`config.mk`:
```
export PLATFORM = sky130hd
export DESIGN_NAME = adirq_core
export DESIGN_NICKNAME = d
export VERILOG_FILES = /design/src/rtl/adirq_pkg.sv /design/src/rtl/adirq_core.sv /design/src/rtl/adirq_flag_bank.sv
export SDC_FILE = /design/constraint.sdc
export NUM_CORES = 1
export LEC_CHECK = 0
export BUFFER_PORTS_ARGS = -buffer_cell sky130_fd_sc_hd__buf_2
export CAP_MARGIN = 20
export CELL_PAD_IN_SITES_DETAIL_PLACEMENT = 1
export CELL_PAD_IN_SITES_GLOBAL_PLACEMENT = 2
export CORE_ASPECT_RATIO = 1.5
export CORE_MARGIN = 1
export CORE_UTILIZATION = 17
export CTS_BUF_LIST = sky130_fd_sc_hd__clkbuf_4 sky130_fd_sc_hd__clkbuf_8
export DETAILED_ROUTE_END_ITERATION = 16
export PLACE_DENSITY_LB_ADDON = 0.1
export RECOVER_POWER = 50
export SLEW_MARGIN = 20
export SYNTH_ARGS = -nofsm -noshare
export SYNTH_HDL_FRONTEND = slang
export SYNTH_SLANG_ARGS = --single-unit
```
`constraint.sdc`:
```
create_clock -name mclk_i -period 3.7 [get_ports mclk_i]
set_clock_uncertainty 0.1 [all_clocks]
set_input_delay 0.37 -clock mclk_i [delete_from_list [all_inputs] [get_ports mclk_i]]
set_output_delay 0.37 -clock mclk_i [all_outputs]
set_load 0.1 [all_outputs]
```
`src/rtl/adirq_pkg.sv`:
```
package adirq_pkg;

    ////////////////////////////////////////////////////////////////////////////
    // register byte offsets, every one a multiple of four
    localparam int ADIRQ_OFS_W = 8;
    localparam logic [7:0] ADIRQ_OFS_IRQ_ENABLE_STROBE = 8'h14;
    localparam logic [7:0] ADIRQ_OFS_IRQ_DISABLE_STROBE = 8'h18;
    localparam logic [7:0] ADIRQ_OFS_IRQ_MASK_VIEW = 8'h1c;
    localparam logic [7:0] ADIRQ_OFS_FLAG_VIEW = 8'h20;
    localparam logic [7:0] ADIRQ_OFS_FLAG_CLEAR_STROBE = 8'h24;

    ////////////////////////////////////////////////////////////////////////////
    // field layout, shared by strobes, mask, flags and flag clear
    localparam int ADIRQ_FIELD_W = 3;
    localparam int ADIRQ_BIT_BUSY = 0;
    localparam int ADIRQ_BIT_TX_ACCEPT = 1;
    localparam int ADIRQ_BIT_TX_UNDERRUN = 2;
    localparam logic [2:0] ADIRQ_IRQ_BITS = 3'h6;

    ////////////////////////////////////////////////////////////////////////////
    // reset values
    localparam logic [2:0] ADIRQ_MASK_RST = 3'h0;
    localparam logic [2:0] ADIRQ_FLAG_RST = 3'h0;
    localparam logic [31:0] ADIRQ_RDATA_RST = 32'h0000_0000;

    ////////////////////////////////////////////////////////////////////////////
    // bus slave phase
    typedef enum logic [0:0] {
        ADIRQ_ST_SETUP = 1'b0,
        ADIRQ_ST_ACCESS = 1'b1
    } adirq_phase_type;

    typedef struct packed {
        adirq_phase_type phase;
        logic [31:0] rdata;
        logic slverr;
        logic [2:0] mask;
    } adirq_regs_type;

    typedef struct packed {
        logic [2:0] flags;
    } adirq_flag_state_type;

endpackage

```
`src/rtl/adirq_core.sv`:
```
// Implementation choice: the APB slave port.
`timescale 1ns/100ps

// Function
// RL1 - enable strobe one sets matching mask bit
// RL2 - disable strobe at 0x18 clears mask bit
// RL3 - zero bits written to strobes do nothing
// RL4 - underrun at bit 2, ready at bit 1
// RL5 - underrun sticky; ready set while accepting data
// RL6 - flag clear one clears flag and request
// RL7 - request high when flag and mask set
module adirq_core
    import adirq_pkg::*;
#(
    parameter int ADDR_W = 8
) (
    input wire logic mclk_i,
    input wire logic rst_n_i,
    // apb slave
    input wire logic psel_i,
    input wire logic penable_i,
    input wire logic pwrite_i,
    input wire logic [ADDR_W-1:0] paddr_i,
    input wire logic [31:0] pwdata_i,
    input wire logic [3:0] pstrb_i,
    output logic [31:0] prdata_o,
    output logic pready_o,
    output logic pslverr_o,
    // events from the sample path, same clock domain
    input wire logic tx_underrun_evt_i,
    input wire logic tx_accept_i,
    input wire logic busy_i,
    // mask and request outputs
    output logic [ADIRQ_FIELD_W-1:0] irq_mask_o,
    output logic irq_o
);

    ////////////////////////////////////////////////////////////////////////////
    // elaboration checks

    if (ADDR_W < ADIRQ_OFS_W) begin : g_addr_check
        $error("adirq_core: ADDR_W too narrow for the register map");
    end

    // both interrupt sources must sit inside the shared field
    if (ADIRQ_BIT_TX_UNDERRUN >= ADIRQ_FIELD_W
            || ADIRQ_BIT_TX_ACCEPT >= ADIRQ_FIELD_W) begin : g_field_check
        $error("adirq_core: interrupt bit outside the field");
    end

    // busy is a live level and must never reach the request
    if (ADIRQ_IRQ_BITS[ADIRQ_BIT_BUSY] != 1'b0) begin : g_busy_check
        $error("adirq_core: busy must not be an interrupt source");
    end

    // the two sources must not share a bit position
    if (ADIRQ_BIT_TX_UNDERRUN == ADIRQ_BIT_TX_ACCEPT) begin : g_dup_check
        $error("adirq_core: interrupt sources overlap");
    end

    // the field must fit into byte lane zero, the only lane we honour
    if (ADIRQ_FIELD_W > 8) begin : g_lane_check
        $error("adirq_core: field wider than byte lane zero");
    end

    ////////////////////////////////////////////////////////////////////////////
    // register map, one aligned word each
    //
    //   enable strobe  write only, ones set mask bits
    //   disable strobe write only, ones clear mask bits
    //   mask view      read only, the mask itself
    //   flag view      read only, sticky flags plus live busy
    //   flag clear     write only, ones clear sticky flags
    //
    // a read of a write-only register returns zero without an error,
    // so software probing the map does not trap; an address outside the
    // map answers with an error and changes nothing.
    //
    // hazard: a clear of the accept flag only sticks while the sample
    // path cannot take data, because the flag is re-set on every such
    // cycle; software that wants a clean edge should mask the source.
    //
    // limitation: strobes only look at byte lane zero, so a write whose
    // lane zero strobe is off is silently dropped rather than refused.

    ////////////////////////////////////////////////////////////////////////////
    // decode helpers

    // the offset field of a bus address; upper bits must be zero to hit
    function automatic logic addr_hits(
        input logic [ADDR_W-1:0] addr,
        input logic [7:0] ofs
    );
        logic [ADDR_W-1:0] full;
        full = '0;
        full[ADIRQ_OFS_W-1:0] = ofs;
        return addr == full;
    endfunction

    // any of the five registers of this block
    function automatic logic addr_mapped(input logic [ADDR_W-1:0] addr);
        return addr_hits(addr, ADIRQ_OFS_IRQ_ENABLE_STROBE)
            || addr_hits(addr, ADIRQ_OFS_IRQ_DISABLE_STROBE)
            || addr_hits(addr, ADIRQ_OFS_IRQ_MASK_VIEW)
            || addr_hits(addr, ADIRQ_OFS_FLAG_VIEW)
            || addr_hits(addr, ADIRQ_OFS_FLAG_CLEAR_STROBE);
    endfunction

    // read data for an address; zero for write-only and unmapped words
    function automatic logic [31:0] read_word(
        input logic [ADDR_W-1:0] addr,
        input logic [ADIRQ_FIELD_W-1:0] mask,
        input logic [ADIRQ_FIELD_W-1:0] flags
    );
        logic [31:0] word;
        word = ADIRQ_RDATA_RST;
        if (addr_hits(addr, ADIRQ_OFS_IRQ_MASK_VIEW)) begin
            word = to_word_w(mask);
        end else if (addr_hits(addr, ADIRQ_OFS_FLAG_VIEW)) begin
            word = to_word_w(flags);
        end
        return word;
    endfunction

    // widen a field to a bus word, used by the read mux
    function automatic logic [31:0] to_word_w(
        input logic [ADIRQ_FIELD_W-1:0] field
    );
        logic [31:0] word;
        word = '0;
        word[ADIRQ_FIELD_W-1:0] = field;
        return word;
    endfunction

    // widen a field to a bus word with zeros above
    function automatic logic [31:0] to_word(
        input logic [ADIRQ_FIELD_W-1:0] field
    );
        logic [31:0] word;
        word = '0;
        word[ADIRQ_FIELD_W-1:0] = field;
        return word;
    endfunction

    ////////////////////////////////////////////////////////////////////////////
    // state

    adirq_regs_type regs_q;
    adirq_regs_type regs_d;

    logic [ADIRQ_FIELD_W-1:0] flag_q;
    logic [ADIRQ_FIELD_W-1:0] flag_set;
    logic [ADIRQ_FIELD_W-1:0] flag_clr;
    logic [ADIRQ_FIELD_W-1:0] wr_field;
    logic setup_phase;
    logic wr_commit;
    logic wr_en_strobe;
    logic wr_dis_strobe;
    logic wr_flag_clr;
    logic [ADIRQ_FIELD_W-1:0] flag_view;

    ////////////////////////////////////////////////////////////////////////////
    // bus phase decode

    // a setup cycle is psel without penable, whatever state we are in
    assign setup_phase = psel_i && !penable_i;

    // a write lands only on the access edge that sees pready high
    assign wr_commit = (regs_q.phase == ADIRQ_ST_ACCESS) && psel_i
        && penable_i && pwrite_i && !regs_q.slverr && pstrb_i[0];

    // only the implemented field of byte lane 0 reaches any logic
    assign wr_field = pwdata_i[ADIRQ_FIELD_W-1:0] & ADIRQ_IRQ_BITS; // RL4

    assign wr_en_strobe = wr_commit
        && addr_hits(paddr_i, ADIRQ_OFS_IRQ_ENABLE_STROBE);
    assign wr_dis_strobe = wr_commit
        && addr_hits(paddr_i, ADIRQ_OFS_IRQ_DISABLE_STROBE);
    assign wr_flag_clr = wr_commit
        && addr_hits(paddr_i, ADIRQ_OFS_FLAG_CLEAR_STROBE);

    ////////////////////////////////////////////////////////////////////////////
    // flag sources

    // underrun is caught as a pulse and held until cleared
    // ready is re-set every cycle the sample path can take data, so a
    // clear while it is still ready has no lasting effect by design
    always_comb begin
        flag_set = '0;
        flag_set[ADIRQ_BIT_TX_UNDERRUN] = tx_underrun_evt_i; // RL5
        flag_set[ADIRQ_BIT_TX_ACCEPT] = tx_accept_i; // RL5
        flag_clr = wr_flag_clr ? wr_field : '0; // RL6 RL3
    end

    adirq_flag_bank #(
        .WIDTH(ADIRQ_FIELD_W)
    ) u_flags (
        .mclk_i(mclk_i),
        .rst_n_i(rst_n_i),
        .set_i(flag_set),
        .clr_i(flag_clr),
        .flag_o(flag_q)
    );

    // busy is a live level, not sticky, and never requests an interrupt
    always_comb begin
        flag_view = flag_q & ADIRQ_IRQ_BITS;
        flag_view[ADIRQ_BIT_BUSY] = busy_i;
    end

    ////////////////////////////////////////////////////////////////////////////
    // next state: bus phase, read capture and mask

    // read data are captured at the setup edge, so a read reports the
    // state one cycle before the access edge; this keeps prdata on a flop
    always_comb begin
        regs_d = regs_q;
        case (regs_q.phase)
            ADIRQ_ST_SETUP: begin
                if (setup_phase) begin
                    regs_d.phase = ADIRQ_ST_ACCESS;
                    regs_d.slverr = !addr_mapped(paddr_i);
                    regs_d.rdata = ADIRQ_RDATA_RST;
                    // writes leave the read word at zero
                    if (!pwrite_i) begin
                        regs_d.rdata = read_word(paddr_i, regs_q.mask,
                            flag_view); // RL4
                    end
                end
            end
            ADIRQ_ST_ACCESS: begin
                // pready is high here, so every access phase ends now
                regs_d.phase = ADIRQ_ST_SETUP;
                regs_d.slverr = 1'b0;
                regs_d.rdata = ADIRQ_RDATA_RST;
            end
            default: begin
                regs_d.phase = ADIRQ_ST_SETUP;
            end
        endcase

        // disable applied after enable; both never hit in one write
        if (wr_en_strobe) begin
            regs_d.mask = regs_q.mask | wr_field; // RL1 RL3
        end
        if (wr_dis_strobe) begin
            regs_d.mask = regs_q.mask & ~wr_field; // RL2 RL3
        end
    end

    ////////////////////////////////////////////////////////////////////////////
    // registers

    always_ff @(posedge mclk_i or negedge rst_n_i) begin
        if (!rst_n_i) begin
            regs_q <= '{
                phase: ADIRQ_ST_SETUP,
                rdata: ADIRQ_RDATA_RST,
                slverr: 1'b0,
                mask: ADIRQ_MASK_RST // RL7
            };
        end else begin
            regs_q <= regs_d;
        end
    end

    ////////////////////////////////////////////////////////////////////////////
    // outputs

    assign pready_o = (regs_q.phase == ADIRQ_ST_ACCESS);
    assign pslverr_o = (regs_q.phase == ADIRQ_ST_ACCESS) && regs_q.slverr;
    assign prdata_o = regs_q.rdata;
    // the mask leaves on its flop, so a consumer sees no decode glitch
    assign irq_mask_o = regs_q.mask;

    // level request straight from flops; drops the cycle after a clear
    assign irq_o = |(flag_q & regs_q.mask & ADIRQ_IRQ_BITS); // RL7 RL6

endmodule

```
`src/rtl/adirq_flag_bank.sv`:
```
`timescale 1ns/100ps

// sticky flag bank: a set and a write-one clear per bit
module adirq_flag_bank
    import adirq_pkg::*;
#(
    parameter int WIDTH = ADIRQ_FIELD_W
) (
    input wire logic mclk_i,
    input wire logic rst_n_i,
    input wire logic [WIDTH-1:0] set_i,
    input wire logic [WIDTH-1:0] clr_i,
    output logic [WIDTH-1:0] flag_o
);

    if (WIDTH != ADIRQ_FIELD_W) begin : g_width_check
        $error("adirq_flag_bank: WIDTH must match the field layout");
    end

    adirq_flag_state_type state_q;
    adirq_flag_state_type state_d;

    ////////////////////////////////////////////////////////////////////////////
    // a set arriving with its clear wins, so no event is lost
    always_comb begin
        state_d = state_q;
        state_d.flags = (state_q.flags & ~clr_i) | set_i; // RL5 RL6
    end

    always_ff @(posedge mclk_i or negedge rst_n_i) begin
        if (!rst_n_i) begin
            state_q <= '{flags: ADIRQ_FLAG_RST};
        end else begin
            state_q <= state_d;
        end
    end

    assign flag_o = state_q.flags;

endmodule

```
==> out/results.tsv <==
metric	value	unit
place_inst	150	
drt_wl_total	1.69	mm
first_iter_violations	3	
dpl-instance-area	807	sq um
antenna_left	0	
grt_use_met3	1.08	%
grt_use_met1	6.96	%
worstPathMaxFanout	2	
post-dp-hpwl	1.52	mm
cts_buffers	3	
viasPerCell	3.75	
grt_pass1_wl	2.64	mm
p_leak	0.434	nW
ys_warn_count	0	
drt_pass1_iterations	9	
final_cells	155	
regArea	225	sq um
postSynthCellCount	84	
diodes	0	
post_cts_resized	0	
hold_viol_final	0	
max_stage_delay	870	ps
drv_slew	0	
seq_area_frac_synth	29.1	%
finish.instance_area	861	sq um
synth_seq_cells	9	
post-route-period-util	51.5	%
cp_slowest_cell	clkbuf_1	
violations	design-rule violations	
synth.avg_cell_area	9.21	sq um
setup_violations	0	
final_cell_mix	30 x conb_1, 22 x buf_2, 9 x dfrtp_1	
path_cells	clkbuf_1	
whs_path_depth	2	
reg2reg_to	prdata_o[2]	
drv_cap	0	
required	3230	ps
crit_cells	1	
endpoint_kind	primary output	
pin_count	90	
die_area	4830	sq um
cts_max_path_buffers	2	
ir_drop	0.0783	mV
netlist_area	773	sq um
period_minus_slack	1900	ps
async_reset_ff_share	100	%
drive_above_1_share	28.4	%
die_w	57.1	microns
fillers	527	
worstRegToRegCells	4	
critPathCapture	prdata_o[2]	
die_h	84.6	microns
final_common_cell	conb_1	
core_region_area	4280	sq um
wl_per_cell	10.9	microns
drc_errors	2	
worst-r2r-setup-slack	1940	ps
final_nets	162	
path_buf_inv	1	
cts_tree	built	
layout_setup_ws	1800	ps
fmax	525	MHz
io_buffers	26	
critical_path_class	register to primary output	
power	0.388	mW
status	finished, violations left	
startpoint_type	register	
syn2layout_area_growth	11.3	%
hold_slack	222	ps
met2_usage	13.8	%
crit_start	prdata_o[2]	
rsz0062_at_grt	no	
num_rows	29	
vias	582	
cts.sinks	9	
synth_cell_types	29	
clockRootBuffer	clkbuf_8	
htreeDepth	1	
synthFlopType	dfrtp_1	
worstPathArrival	1430	ps
tightestPinTransition	1170	ps
grt_max_degree	10	
top_usage_layer	met2	
overflow	0	
insertion_delay	230	ps
maxSlewHeadroom	22.4	%
ctsHoldBuffers	1	
multi_input_area	379	sq um
antenna_found_initial	0	
cp_top_family	buffers and inverters	
powerDensity	451	nW/um^2
synth_enable_flop_cells	0	
start_util	18.1	%
post-place-ws	1710	ps
fin_util	20.1	%
rr_startpoint	pready_o	
tns	0	ps
grt.total_usage	7.43	%
grt_pass1_vias	574	
gp_congestion	0.670	
post-cts-setup-buffers	0	
hold_path.class	primary input to register	
clk_pin_slew_worst_paths	40	ps
[how the worst min path moves through the flow]
stage	startpoint	end
3_5_place_dp	rst_n_i	prdata_o[1]
3_3_place_gp	rst_n_i	irq_mask_o[1]
6_report	tx_underrun_evt_i	u_flags.flag_o[2]
2_1_floorplan	rst_n_i	irq_mask_o[1]
5_1_grt	tx_underrun_evt_i	u_flags.flag_o[2]
4_1_cts	tx_underrun_evt_i	u_flags.flag_o[2]
[cell families (layout without fill, tap and decap cells)]
family | after synthesis | count (layout) | share of synthesized area, %
AO/OA/AOI/OAI | 13 | 13 | 12.6
buffers and inverters | 39 | 35 | 35.9
flip-flops | 9 | 9 | 29.1
other | 1 | 30 | 0.485
AND/OR/NAND/NOR | 22 | 22 | 21.8
[metal layers]
| metal | vias up | share of wire [%] |
|---|---|---|
| met4 | 0 | 1.7 |
| met2 | 28 | 59 |
| met3 | 2 | 5.3 |
| met5 | - | 0 |
| met1 | 272 | 34 |
| li1 | 280 | - |
[flip-flops by register name, summed over array words and instances (netlist names)]
signal and count:
regs_q 1, pready_o 1, u_flags.flag_o 2, prdata_o 3, irq_mask_o 2
[cells in the mapped netlist (2+ instances only)]
cell type  instances  area share [%]
buf_4             35              34
dfrtp_1            9              29
inv_1              4             1.9
nand3_1            3             1.9
a21o_1             2             1.9
a22o_1             2             2.3
a22oi_1            2             1.9
a31oi_1            2             1.6
and2_1             2             1.6
and3_1             2             1.6
nand2_1            2            0.97
nand4_1            2             1.6
[final cells by class]
| class | instances | share of cell area (%) |
|---|---|---|
| timing repair buffer | 27 | 15.7 |
| clock buffer | 4 | 5.67 |
| multi-input combinational | 65 | 44.0 |
| sequential | 9 | 26.2 |
| tap | 46 | 6.69 |
| inverter | 4 | 1.74 |
[report_power, final]
part / internal (mW) / total, mW / switching (mW)
sequential: 0.101 / 0.103 / 0.00195
clock: 0.0822 / 0.119 / 0.0366
combinational: 0.0132 / 0.167 / 0.154
Note: power is estimated with default switching activity, not from simulation.
